**config.mk**
```make
export PLATFORM = sky130hd
export DESIGN_NAME = scdma_top
export DESIGN_NICKNAME = d
export VERILOG_FILES = /design/src/pkg/scdma_pkg.sv /design/src/hdl/scdma_top.sv
export VERILOG_INCLUDE_DIRS = /design/src /design/src/pkg
export SDC_FILE = /design/constraint.sdc
export NUM_CORES = 1
export LEC_CHECK = 0
export ABC_CLOCK_PERIOD_IN_PS = 3400
export BUFFER_PORTS_ARGS = -buffer_cell sky130_fd_sc_hd__buf_2
export CORE_AREA = 2 2 144 146
export DETAILED_ROUTE_END_ITERATION = 8
export DIE_AREA = 0 0 146 148
export PLACE_DENSITY_LB_ADDON = 0.1
export SETUP_SLACK_MARGIN = 0.2
export SYNTH_ARGS = -nofsm -noshare
export SYNTH_HDL_FRONTEND = slang
export SYNTH_SLANG_ARGS = --single-unit
```
**constraint.sdc**
```tcl
create_clock -name CLK_I -period 3.4 [get_ports CLK_I]
set_clock_uncertainty 0.1 [all_clocks]
set_input_delay 0.34 -clock CLK_I [delete_from_list [all_inputs] [get_ports CLK_I]]
set_output_delay 0.34 -clock CLK_I [all_outputs]
set_load 0.03 [all_outputs]
```
**src/pkg/scdma_defines.svh**
```systemverilog
// Purpose: Register indices, field positions and reset values of the DMA
// Assumes: Byte address of a register is four times its index
// Notes:   Definitions only
`ifndef SCDMA_DEFINES_SVH
`define SCDMA_DEFINES_SVH
`define SCDMA_IDX_CTRL0L   14'h3E00
`define SCDMA_IDX_CTRL0H   14'h3E01
`define SCDMA_IDX_CTRL1L   14'h3E02
`define SCDMA_IDX_CTRL1H   14'h3E03
`define SCDMA_IDX_SRCL     14'h3E04
`define SCDMA_IDX_SRCM     14'h3E05
`define SCDMA_IDX_SRCH     14'h3E06
`define SCDMA_IDX_DSTL     14'h3E08
`define SCDMA_IDX_DSTM     14'h3E09
`define SCDMA_IDX_DSTH     14'h3E0A
`define SCDMA_IDX_CNTL     14'h3E0C
`define SCDMA_IDX_CNTH     14'h3E0D
`define SCDMA_IDX_IRQST    14'h3E10
`define SCDMA_IDX_IRQMSK   14'h3E11
`define SCDMA_B_SRC_FIX    7
`define SCDMA_B_UNIT       5
`define SCDMA_B_SINGLE     3
`define SCDMA_B_DST_FIX    1
`define SCDMA_B_ENABLE     0
`define SCDMA_B_ERR        4
`define SCDMA_B_BUSY       0
`define SCDMA_TRIG_SW      5'h00
`define SCDMA_RESP_OKAY    2'h0
`define SCDMA_RESP_SLVERR  2'h2
`define SCDMA_RST_BYTE     8'h00
`endif

```
**src/pkg/scdma_pkg.sv**
```systemverilog
// Purpose: Types shared by the DMA controller
// Assumes: Constants live in scdma_defines.svh
// Notes:   Event bits: 0 done, 1 add request, 2 error
package scdma_pkg;
  typedef enum logic [1:0] {
    SCDMA_IDLE  = 2'b00,
    SCDMA_READ  = 2'b01,
    SCDMA_WRITE = 2'b10
  } scdma_state_t;

  typedef struct packed {
    logic       src_fixed;
    logic [4:0] trigger_select;
    logic       unit_size_sel;
    logic       single_mode_sel;
    logic       dest_addr_fixed;
  } scdma_cfg_t;

  typedef struct packed {
    logic error;
    logic add_req;
    logic done;
  } scdma_evt_t;
endpackage

```
**src/hdl/scdma_top.sv**
```systemverilog
// Purpose: Single-channel DMA with AXI4-Lite registers and bus arbiter
// Assumes: Trigger pins asynchronous; DMA holds MEM_REQ_O until ack
// Notes:   Byte registers sit in data bits 7:0 of each word
// Operation
// - Unit size bit selects 8-bit or 16-bit transfer units.
// - Ten-bit count allows up to 1023 units per job.
// - Jobs start from external, internal peripheral or software triggers.
// - Mode bit 0 selects burst, 1 selects single transfer.
// - Software may stop a running job early.
// - DMA wins the memory bus over the processor.
// - Processor uses the bus whenever the DMA does not.
// - Source address steps per unit unless the fixed bit is set.
// - Code 0 is software; codes 1 to 8 select external interrupts.
// - Codes 9 to 20 select timer interrupt or capture sources.
// - Codes 21 to 30 serial sources; code 31 A/D conversion.
// - Source, destination and count live at fixed byte registers.
// - Enable waits for trigger, clears after last unit, stop on clear.
// - Count decrements per unit; zero is prohibited.
// - Single moves one unit per trigger; burst moves all; done event.
// - Early trigger sets error; trigger after last read asks more.
//
// Chosen here: the AXI4-Lite register port.
`timescale 1ns/1ps
`include "scdma_defines.svh"
module scdma_top #(
  parameter int ADDR_W = 16,
  parameter int CNT_W  = 10
) (
  input  wire logic        CLK_I,
  input  wire logic        RESET_N_I,
  input  wire logic [15:0] S_AWADDR_I,
  input  wire logic        S_AWVALID_I,
  output logic             S_AWREADY_O,
  input  wire logic [31:0] S_WDATA_I,
  input  wire logic [3:0]  S_WSTRB_I,
  input  wire logic        S_WVALID_I,
  output logic             S_WREADY_O,
  output logic [1:0]       S_BRESP_O,
  output logic             S_BVALID_O,
  input  wire logic        S_BREADY_I,
  input  wire logic [15:0] S_ARADDR_I,
  input  wire logic        S_ARVALID_I,
  output logic             S_ARREADY_O,
  output logic [31:0]      S_RDATA_O,
  output logic [1:0]       S_RRESP_O,
  output logic             S_RVALID_O,
  input  wire logic        S_RREADY_I,
  input  wire logic [31:1] TRIG_I,
  output logic             MEM_REQ_O,
  output logic             MEM_WE_O,
  output logic             MEM_WIDE_O,
  output logic [16:0]      MEM_ADDR_O,
  output logic [15:0]      MEM_WDATA_O,
  input  wire logic [15:0] MEM_RDATA_I,
  input  wire logic        MEM_ACK_I,
  input  wire logic        CPU_REQ_I,
  output logic             CPU_GNT_O,
  output logic             IRQ_O
);
  scdma_pkg::scdma_state_t st_q;
  scdma_pkg::scdma_cfg_t   cfg_q;
  scdma_pkg::scdma_evt_t   ist_q, imsk_q, evt;
  logic [16:0]      src_q, dst_q;
  logic [CNT_W-1:0] cnt_q;
  logic             en_q, err_q, busy_q, last_rd_q, sw_go_q;
  logic [31:1]      trig_s1_q, trig_s2_q, trig_s3_q;
  logic [15:0]      data_q;
  logic             awrdy_q, wrdy_q, aw_hold_q, w_hold_q, bvalid_q;
  logic [13:0]      aw_idx_q;
  logic [7:0]       wbyte_q;
  logic             wstb_q;
  logic [1:0]       bresp_q;
  logic             arrdy_q, rvalid_q;
  logic [31:0]      rdata_q;
  logic [1:0]       rresp_q;
  logic             irq_q, cpu_gnt_q;
  logic             wr_go, rd_go, trig, hw_edge, last_unit, mem_busy_d;
  logic [13:0]      ar_idx;

  function automatic logic idx_ok(input logic [13:0] i);
    case (i)
      `SCDMA_IDX_CTRL0L, `SCDMA_IDX_CTRL0H, `SCDMA_IDX_CTRL1L,
      `SCDMA_IDX_CTRL1H, `SCDMA_IDX_SRCL, `SCDMA_IDX_SRCM,
      `SCDMA_IDX_SRCH, `SCDMA_IDX_DSTL, `SCDMA_IDX_DSTM,
      `SCDMA_IDX_DSTH, `SCDMA_IDX_CNTL, `SCDMA_IDX_CNTH,
      `SCDMA_IDX_IRQST, `SCDMA_IDX_IRQMSK: idx_ok = 1'b1;
      default: idx_ok = 1'b0;
    endcase
  endfunction

  // Address after one unit: +1 byte or +2 bytes, or held
  function automatic logic [16:0] step(input logic [16:0] a,
                                       input logic fixed,
                                       input logic wide);
    if (fixed) begin
      step = a;
    end else begin
      step = a + (wide ? 17'h00002 : 17'h00001);
    end
  endfunction

  function automatic logic match(input logic go, input logic [13:0] i,
                                 input logic [13:0] r);
    match = go && (i == r);
  endfunction

  // Write performed when both halves are held, byte 0 strobe is set and no response pending
  assign wr_go = aw_hold_q && w_hold_q && !bvalid_q && wstb_q;
  assign ar_idx = S_ARADDR_I[15:2];
  assign rd_go  = S_ARVALID_I && arrdy_q;
  assign last_unit = (cnt_q == 10'h001);

  // Trigger pins: two-stage sync, third stage for edge detect
  always_ff @(posedge CLK_I or negedge RESET_N_I) begin
    if (!RESET_N_I) begin
      trig_s1_q <= '0;
      trig_s2_q <= '0;
      trig_s3_q <= '0;
    end else begin
      trig_s1_q <= TRIG_I;
      trig_s2_q <= trig_s1_q;
      trig_s3_q <= trig_s2_q;
    end
  end

  // Selected source, rising edge only
  always_comb begin
    hw_edge = 1'b0;
    if (cfg_q.trigger_select != `SCDMA_TRIG_SW) begin
      hw_edge = trig_s2_q[cfg_q.trigger_select] &&
                !trig_s3_q[cfg_q.trigger_select];
    end
  end
  assign trig = (cfg_q.trigger_select == `SCDMA_TRIG_SW) ? sw_go_q
                                                         : hw_edge;

  // Event detection
  always_comb begin
    evt.done    = (st_q == scdma_pkg::SCDMA_WRITE) && MEM_ACK_I &&
                  last_unit;
    evt.add_req = trig && last_rd_q;
    evt.error   = trig && (st_q != scdma_pkg::SCDMA_IDLE) &&
                  ((st_q == scdma_pkg::SCDMA_READ) ||
                   (!cfg_q.single_mode_sel && !last_rd_q));
  end

  // AXI4-Lite write channels
  always_ff @(posedge CLK_I or negedge RESET_N_I) begin
    if (!RESET_N_I) begin
      awrdy_q   <= 1'b1;
      wrdy_q    <= 1'b1;
      aw_hold_q <= 1'b0;
      w_hold_q  <= 1'b0;
      bvalid_q  <= 1'b0;
      bresp_q   <= `SCDMA_RESP_OKAY;
      aw_idx_q  <= 14'h0000;
      wbyte_q   <= `SCDMA_RST_BYTE;
      wstb_q    <= 1'b0;
    end else begin
      if (S_AWVALID_I && awrdy_q) begin
        aw_hold_q <= 1'b1;
        awrdy_q   <= 1'b0;
        aw_idx_q  <= S_AWADDR_I[15:2];
      end
      if (S_WVALID_I && wrdy_q) begin
        w_hold_q <= 1'b1;
        wrdy_q   <= 1'b0;
        wbyte_q  <= S_WDATA_I[7:0];
        wstb_q   <= S_WSTRB_I[0];
      end
      if (aw_hold_q && w_hold_q && !bvalid_q) begin
        bvalid_q <= 1'b1;
        bresp_q  <= idx_ok(aw_idx_q) ? `SCDMA_RESP_OKAY
                                     : `SCDMA_RESP_SLVERR;
      end
      if (bvalid_q && S_BREADY_I) begin
        bvalid_q  <= 1'b0;
        aw_hold_q <= 1'b0;
        w_hold_q  <= 1'b0;
        wstb_q    <= 1'b0;
        awrdy_q   <= 1'b1;
        wrdy_q    <= 1'b1;
      end
    end
  end

  // AXI4-Lite read channel
  always_ff @(posedge CLK_I or negedge RESET_N_I) begin
    if (!RESET_N_I) begin
      arrdy_q  <= 1'b1;
      rvalid_q <= 1'b0;
      rdata_q  <= 32'h00000000;
      rresp_q  <= `SCDMA_RESP_OKAY;
    end else if (rd_go) begin
      arrdy_q  <= 1'b0;
      rvalid_q <= 1'b1;
      rresp_q  <= idx_ok(ar_idx) ? `SCDMA_RESP_OKAY : `SCDMA_RESP_SLVERR;
      case (ar_idx)
        `SCDMA_IDX_CTRL0L: rdata_q <= {24'h0, cfg_q.src_fixed, 2'b00,
                                       cfg_q.trigger_select};
        `SCDMA_IDX_CTRL0H: rdata_q <= {24'h0, 2'b00, cfg_q.unit_size_sel,
                                       1'b0, cfg_q.single_mode_sel, 1'b0,
                                       cfg_q.dest_addr_fixed, 1'b0};
        `SCDMA_IDX_CTRL1L: rdata_q <= {31'h0, en_q};
        `SCDMA_IDX_CTRL1H: rdata_q <= {24'h0, 3'b000, err_q, 3'b000,
                                       busy_q};
        `SCDMA_IDX_SRCL:   rdata_q <= {24'h0, src_q[7:0]};
        `SCDMA_IDX_SRCM:   rdata_q <= {24'h0, src_q[15:8]};
        `SCDMA_IDX_SRCH:   rdata_q <= {31'h0, src_q[16]};
        `SCDMA_IDX_DSTL:   rdata_q <= {24'h0, dst_q[7:0]};
        `SCDMA_IDX_DSTM:   rdata_q <= {24'h0, dst_q[15:8]};
        `SCDMA_IDX_DSTH:   rdata_q <= {31'h0, dst_q[16]};
        `SCDMA_IDX_CNTL:   rdata_q <= {24'h0, cnt_q[7:0]};
        `SCDMA_IDX_CNTH:   rdata_q <= {30'h0, cnt_q[9:8]};
        `SCDMA_IDX_IRQST:  rdata_q <= {29'h0, ist_q};
        `SCDMA_IDX_IRQMSK: rdata_q <= {29'h0, imsk_q};
        default:           rdata_q <= 32'h00000000;
      endcase
    end else if (rvalid_q && S_RREADY_I) begin
      rvalid_q <= 1'b0;
      arrdy_q  <= 1'b1;
    end
  end

  // Setup registers; changed by software writes only
  always_ff @(posedge CLK_I or negedge RESET_N_I) begin
    if (!RESET_N_I) begin
      cfg_q <= '0;
    end else if (match(wr_go, aw_idx_q, `SCDMA_IDX_CTRL0L)) begin
      cfg_q.src_fixed      <= wbyte_q[`SCDMA_B_SRC_FIX];
      cfg_q.trigger_select <= wbyte_q[4:0];
    end else if (match(wr_go, aw_idx_q, `SCDMA_IDX_CTRL0H)) begin
      cfg_q.unit_size_sel   <= wbyte_q[`SCDMA_B_UNIT];
      cfg_q.single_mode_sel <= wbyte_q[`SCDMA_B_SINGLE];
      cfg_q.dest_addr_fixed <= wbyte_q[`SCDMA_B_DST_FIX];
    end
  end

  // Source and destination addresses step per unit
  always_ff @(posedge CLK_I or negedge RESET_N_I) begin
    if (!RESET_N_I) begin
      src_q <= 17'h00000;
      dst_q <= 17'h00000;
    end else begin
      if ((st_q == scdma_pkg::SCDMA_WRITE) && MEM_ACK_I) begin
        src_q <= step(src_q, cfg_q.src_fixed, cfg_q.unit_size_sel);
        dst_q <= step(dst_q, cfg_q.dest_addr_fixed, cfg_q.unit_size_sel);
      end
      if (match(wr_go, aw_idx_q, `SCDMA_IDX_SRCL)) src_q[7:0] <= wbyte_q;
      if (match(wr_go, aw_idx_q, `SCDMA_IDX_SRCM)) src_q[15:8] <= wbyte_q;
      if (match(wr_go, aw_idx_q, `SCDMA_IDX_SRCH)) src_q[16] <= wbyte_q[0];
      if (match(wr_go, aw_idx_q, `SCDMA_IDX_DSTL)) dst_q[7:0] <= wbyte_q;
      if (match(wr_go, aw_idx_q, `SCDMA_IDX_DSTM)) dst_q[15:8] <= wbyte_q;
      if (match(wr_go, aw_idx_q, `SCDMA_IDX_DSTH)) dst_q[16] <= wbyte_q[0];
    end
  end

  // Transfer count, one less per finished unit
  always_ff @(posedge CLK_I or negedge RESET_N_I) begin
    if (!RESET_N_I) begin
      cnt_q <= '0;
    end else if (match(wr_go, aw_idx_q, `SCDMA_IDX_CNTL)) begin
      cnt_q[7:0] <= wbyte_q;
    end else if (match(wr_go, aw_idx_q, `SCDMA_IDX_CNTH)) begin
      cnt_q[9:8] <= wbyte_q[1:0];
    end else if ((st_q == scdma_pkg::SCDMA_WRITE) && MEM_ACK_I) begin
      cnt_q <= cnt_q - 10'h001;
    end
  end

  // Enable, error flag and software start pulse
  always_ff @(posedge CLK_I or negedge RESET_N_I) begin
    if (!RESET_N_I) begin
      en_q    <= 1'b0;
      err_q   <= 1'b0;
      sw_go_q <= 1'b0;
    end else begin
      sw_go_q <= match(wr_go, aw_idx_q, `SCDMA_IDX_CTRL1L) &&
                 wbyte_q[`SCDMA_B_ENABLE] &&
                 (cfg_q.trigger_select == `SCDMA_TRIG_SW);
      if (match(wr_go, aw_idx_q, `SCDMA_IDX_CTRL1L)) begin
        en_q <= wbyte_q[`SCDMA_B_ENABLE];
      end else if (evt.done) begin
        en_q <= 1'b0;
      end else if (en_q && (cnt_q == 10'h000) &&
                   (st_q == scdma_pkg::SCDMA_IDLE)) begin
        en_q <= 1'b0; // Zero count never starts
      end
      // Error set wins over the clear by enable write
      if (evt.error) begin
        err_q <= 1'b1;
      end else if (match(wr_go, aw_idx_q, `SCDMA_IDX_CTRL1L)) begin
        err_q <= 1'b0;
      end
    end
  end

  // Final read seen, until software writes the enable register again
  always_ff @(posedge CLK_I or negedge RESET_N_I) begin
    if (!RESET_N_I) begin
      last_rd_q <= 1'b0;
    end else if (match(wr_go, aw_idx_q, `SCDMA_IDX_CTRL1L)) begin
      last_rd_q <= 1'b0;
    end else if ((st_q == scdma_pkg::SCDMA_READ) && MEM_ACK_I &&
                 last_unit) begin
      last_rd_q <= 1'b1;
    end
  end

  // Transfer engine: read unit, then write it
  always_ff @(posedge CLK_I or negedge RESET_N_I) begin
    if (!RESET_N_I) begin
      st_q        <= scdma_pkg::SCDMA_IDLE;
      busy_q      <= 1'b0;
      data_q      <= 16'h0000;
      MEM_REQ_O   <= 1'b0;
      MEM_WE_O    <= 1'b0;
      MEM_WIDE_O  <= 1'b0;
      MEM_ADDR_O  <= 17'h00000;
      MEM_WDATA_O <= 16'h0000;
    end else begin
      case (st_q)
        scdma_pkg::SCDMA_IDLE: begin
          if (trig && en_q && (cnt_q != 10'h000)) begin
            st_q       <= scdma_pkg::SCDMA_READ;
            busy_q     <= 1'b1;
            MEM_REQ_O  <= 1'b1;
            MEM_WE_O   <= 1'b0;
            MEM_WIDE_O <= cfg_q.unit_size_sel;
            MEM_ADDR_O <= src_q;
          end
        end
        scdma_pkg::SCDMA_READ: begin
          if (MEM_ACK_I) begin
            data_q <= MEM_RDATA_I;
            if (!en_q) begin
              // Stop once the bus access in flight is done
              st_q      <= scdma_pkg::SCDMA_IDLE;
              busy_q    <= 1'b0;
              MEM_REQ_O <= 1'b0;
            end else begin
              st_q        <= scdma_pkg::SCDMA_WRITE;
              MEM_WE_O    <= 1'b1;
              MEM_ADDR_O  <= dst_q;
              MEM_WDATA_O <= MEM_RDATA_I;
            end
          end
        end
        scdma_pkg::SCDMA_WRITE: begin
          if (MEM_ACK_I) begin
            MEM_WE_O <= 1'b0;
            if (last_unit || !en_q || cfg_q.single_mode_sel) begin
              st_q      <= scdma_pkg::SCDMA_IDLE;
              busy_q    <= 1'b0;
              MEM_REQ_O <= 1'b0;
            end else begin
              st_q       <= scdma_pkg::SCDMA_READ;
              MEM_ADDR_O <= step(src_q, cfg_q.src_fixed,
                                 cfg_q.unit_size_sel);
            end
          end
        end
        default: begin
          st_q      <= scdma_pkg::SCDMA_IDLE;
          busy_q    <= 1'b0;
          MEM_REQ_O <= 1'b0;
        end
      endcase
    end
  end

  // Bus wanted by the engine in the coming cycle
  always_comb begin
    mem_busy_d = MEM_REQ_O;
    if (MEM_ACK_I && (st_q == scdma_pkg::SCDMA_WRITE) &&
        (last_unit || !en_q || cfg_q.single_mode_sel)) begin
      mem_busy_d = 1'b0;
    end
    if (MEM_ACK_I && (st_q == scdma_pkg::SCDMA_READ) && !en_q) begin
      mem_busy_d = 1'b0;
    end
    if ((st_q == scdma_pkg::SCDMA_IDLE) && trig && en_q &&
        (cnt_q != 10'h000)) begin
      mem_busy_d = 1'b1;
    end
  end

  always_ff @(posedge CLK_I or negedge RESET_N_I) begin
    if (!RESET_N_I) begin
      cpu_gnt_q <= 1'b0;
    end else begin
      cpu_gnt_q <= CPU_REQ_I && !mem_busy_d;
    end
  end

  // Sticky events, cleared by status read; set wins
  always_ff @(posedge CLK_I or negedge RESET_N_I) begin
    if (!RESET_N_I) begin
      ist_q  <= '0;
      imsk_q <= '0;
      irq_q  <= 1'b0;
    end else begin
      if (match(rd_go, ar_idx, `SCDMA_IDX_IRQST)) begin
        ist_q <= evt;
      end else begin
        ist_q <= ist_q | evt;
      end
      if (match(wr_go, aw_idx_q, `SCDMA_IDX_IRQMSK)) begin
        imsk_q <= wbyte_q[2:0];
      end
      irq_q <= |(ist_q & imsk_q);
    end
  end

  assign S_AWREADY_O = awrdy_q;
  assign S_WREADY_O  = wrdy_q;
  assign S_BVALID_O  = bvalid_q;
  assign S_BRESP_O   = bresp_q;
  assign S_ARREADY_O = arrdy_q;
  assign S_RVALID_O  = rvalid_q;
  assign S_RDATA_O   = rdata_q;
  assign S_RRESP_O   = rresp_q;
  assign CPU_GNT_O   = cpu_gnt_q;
  assign IRQ_O       = irq_q;
endmodule

```
==> flow_metrics.env <==
export IMPL_dp_final_hpwl_um=19000
export IMPL_viasPerCell=5.72
export IMPL_clk_pin_slew_ps=60
export IMPL_critPathCaptureType="register"
export IMPL_cap_viol_max_count=0
export IMPL_vias=8813
export IMPL_required_ps=3710
export IMPL_rsz0062_at_grt="no"
export IMPL_wl_per_cell_um=18.7
export IMPL_peakVddDrop_mv=0.455
export IMPL_synth_enable_flop_cells=0
export IMPL_p_leak_nw=6.24
export IMPL_first_pass_iters=6
export IMPL_crit_start="cfg_q[5]"
export IMPL_ys_warn_count=0
export IMPL_n_antenna_cell=0
export IMPL_status="complete, no violations"
export IMPL_die_area_sq_um=21600
export IMPL_dpl_cell_count=1417
export IMPL_std_cell_rows=52
export IMPL_hold_viol=0
export IMPL_setup_viol=0
export IMPL_final_cell_area_sq_um=13700
export IMPL_start_kind="register"
export IMPL_drt_iter0_drc=1036
export IMPL_gr_total_overflow=0
export IMPL_min_period_ps=2960
export IMPL_place_area_sq_um=12000
export IMPL_grt_pass1_wl_um=46400
export IMPL_root_buffer="clkbuf_16"
export IMPL_grt_max_degree=96
export IMPL_htreeDepth=1
export IMPL_r2r_start="cfg_q[5]"
export IMPL_grt_pass1_vias=8745
export IMPL_routed_wl_um=28900
export IMPL_gp_congestion=0.977
export IMPL_ant_nets=0
export IMPL_reg2reg_slack_ps=440
export IMPL_post_cts_resized=0
export IMPL_antenna_found_initial=0
export IMPL_final_cells=1542
export IMPL_coreArea_sq_um=20000
export IMPL_path_max_fanout=17
export IMPL_syn_area_sq_um=11000
export IMPL_fill_cells=1538
export IMPL_post_route_period_util=0.869
export IMPL_cts_setup_buffers=0
export IMPL_clock_latency_ps=540
export IMPL_tns_ps=0
export IMPL_rr_endpoint="MEM_WIDE_O"
export IMPL_port_buffers=145
export IMPL_slew_violations=0
export IMPL_r2r_cells=7
export IMPL_p_per_area_nw_per_um2=577
export IMPL_synth_async_reset_ratio=1.00
export IMPL_hp_class="in -> reg"
export IMPL_avgSynthCellArea_sq_um=10.7
export IMPL_cts_hold_buf=80
export IMPL_fin_util=0.683
export IMPL_die_h_um=148
export IMPL_io_pins=203
export IMPL_fin_nets=1391
export IMPL_yosys_most_used_dff="dfrtp_1"
export IMPL_max_slew_margin=0.518
export IMPL_initial_core_util=0.548
export IMPL_cts_buffers=25
export IMPL_netlist_cell_type_count=71
export IMPL_die_w_um=146
export IMPL_hold_worst_slack_ps=155
export IMPL_drc=0
export IMPL_clock_path_buffers=3
export IMPL_fmax_mhz=338
export IMPL_endpoint="MEM_WIDE_O"
export IMPL_yosysSeqAreaShare=0.538
export IMPL_area_growth_pct=24.5
export IMPL_cts_num_sinks=236
export IMPL_grt_total_usage=0.269
export IMPL_syn_inst=1028
export IMPL_drive_gt1_frac=0.230
export IMPL_cts_tree="yes"
export IMPL_criticalPathCategory="reg -> reg"
export IMPL_worst_slew_pin_slew_ps=723
export IMPL_arrival_ps=3270
export IMPL_ys_ff_latch=236
==> stage by stage <==
step,power (W),worst slack [ps]
after floorplan,0.00441,596
final,0.00789,444
after CTS,0.00794,440
after detailed placement,0.00490,473
after global routing,0.00825,215
after global placement,0.00487,540
==> sequential cells by signal (all words and copies together), names as in the netlist, 3 cells and up <==
name	flops
cnt_q	10
trig_s3_q	31
aw_idx_q	14
MEM_ADDR_O	17
cfg_q	9
MEM_WDATA_O	16
ist_q	3
wbyte_q	8
imsk_q	3
trig_s1_q	31
trig_s2_q	31
S_RDATA_O	8
src_q	17
dst_q	17
==> how the worst min path moves through the flow <==
stage | cells after the start | startpoint | slack [ps] | endpoint
3_3_place_gp | 0 | trig_s1_q[26] | 230 | trig_s2_q[26]
6_report | 3 | MEM_ACK_I | 160 | last_rd_q
3_5_place_dp | 0 | trig_s1_q[29] | 230 | trig_s2_q[29]
5_1_grt | 3 | MEM_ACK_I | 180 | last_rd_q
2_1_floorplan | 0 | RESET_N_I | -60 | CPU_GNT_O
4_1_cts | 3 | MEM_ACK_I | 110 | last_rd_q
==> synth_stat cells (all sizes together), types with 14 or more instances <==
cell | number | area share
dfrtp | 233 | 0.53
nor2 | 98 | 0.033
nand2 | 76 | 0.026
a21oi | 69 | 0.031
mux2 | 68 | 0.070
clkbuf | 45 | 0.015
inv | 34 | 0.012
buf | 32 | 0.020
o21ai | 32 | 0.015
nand3 | 27 | 0.012
nor3 | 27 | 0.012
xnor2 | 21 | 0.017
a22oi | 18 | 0.012
nor3b | 18 | 0.012
xor2 | 16 | 0.013
nand4 | 14 | 0.0080
==> routing by layer <==
| metal | global-route usage | vias up | wire, um |
|---|---|---|---|
| met5 | 0 | - | 0 |
| met4 | 0.0835 | 0 | 789 |
| met3 | 0.0586 | 64 | 2600 |
| met2 | 0.413 | 423 | 12900 |
| met1 | 0.386 | 4220 | 12500 |
| li1 | - | 4106 | - |
==> area by class of cell <==
| type | instances | area (sq um) | share of cell area |
|---|---|---|---|
| Clock buffer | 33 | 686 | 0.0501 |
| Clock inverter | 12 | 206 | 0.0151 |
| Inverter | 34 | 128 | 0.00933 |
| Multi-Input combinational cell | 706 | 4650 | 0.340 |
| Sequential cell | 236 | 5910 | 0.432 |
| Tap cell | 270 | 338 | 0.0247 |
| Timing Repair Buffer | 251 | 1760 | 0.128 |
==> cells in the final DEF (no fill, tap or decap), types with 5 or more instances in the layout <==
cell type      Yosys  final
a21oi_1           69     69
a221o_1            7      7
a222oi_1          12     12
a22o_1            13     13
a22oi_1           18     18
a32o_1             5      5
a32oi_1            9      9
and2_1             7      7
and3_1            13     13
buf_2              1    144
buf_4             27     24
bufinv_16          0      5
clkbuf_1          44      5
clkbuf_16          0     25
conb_1             1     26
dfrtp_1          233    233
dlygate4sd3_1      0     80
ha_1              11     11
inv_1             34     34
mux2_2            68     68
mux2i_1           10     10
nand2_1           76     76
nand2b_1          11     11
nand3_1           27     27
nand4_1           14     14
nor2_1            98     98
nor2b_1           11     11
nor3_1            27     27
nor3b_1           18     18
nor4_1            12     12
nor4b_1            7      7
o21ai_0           31     31
o31ai_1            6      6
o32ai_1            5      5
xnor2_1           21     21
xor2_1            16     16
==> kinds of logic after synthesis <==
logic type / share of synthesized area
compound gates: 0.130
fa+ha+maj: 0.0162
buf+inv: 0.0474
xor+xnor: 0.0295
flops: 0.538
mux: 0.0788
simple gates: 0.160
other cells: 0.000341
==> report_power, final <==
part           switching, W  internal, W
clock               0.00113      0.00181
sequential         0.000390      0.00318
combinational      0.000818     0.000566
==> critical path, cell delays in order (launching register included) <==
cell	delay (ps)
dfrtp_1	670
or3b_2	250
nor3_1	60
a211o_1	290
or4b_4	570
o41a_4	160
a211oi_1	350
mux2_2	370
(Power assumes the default switching activity.)
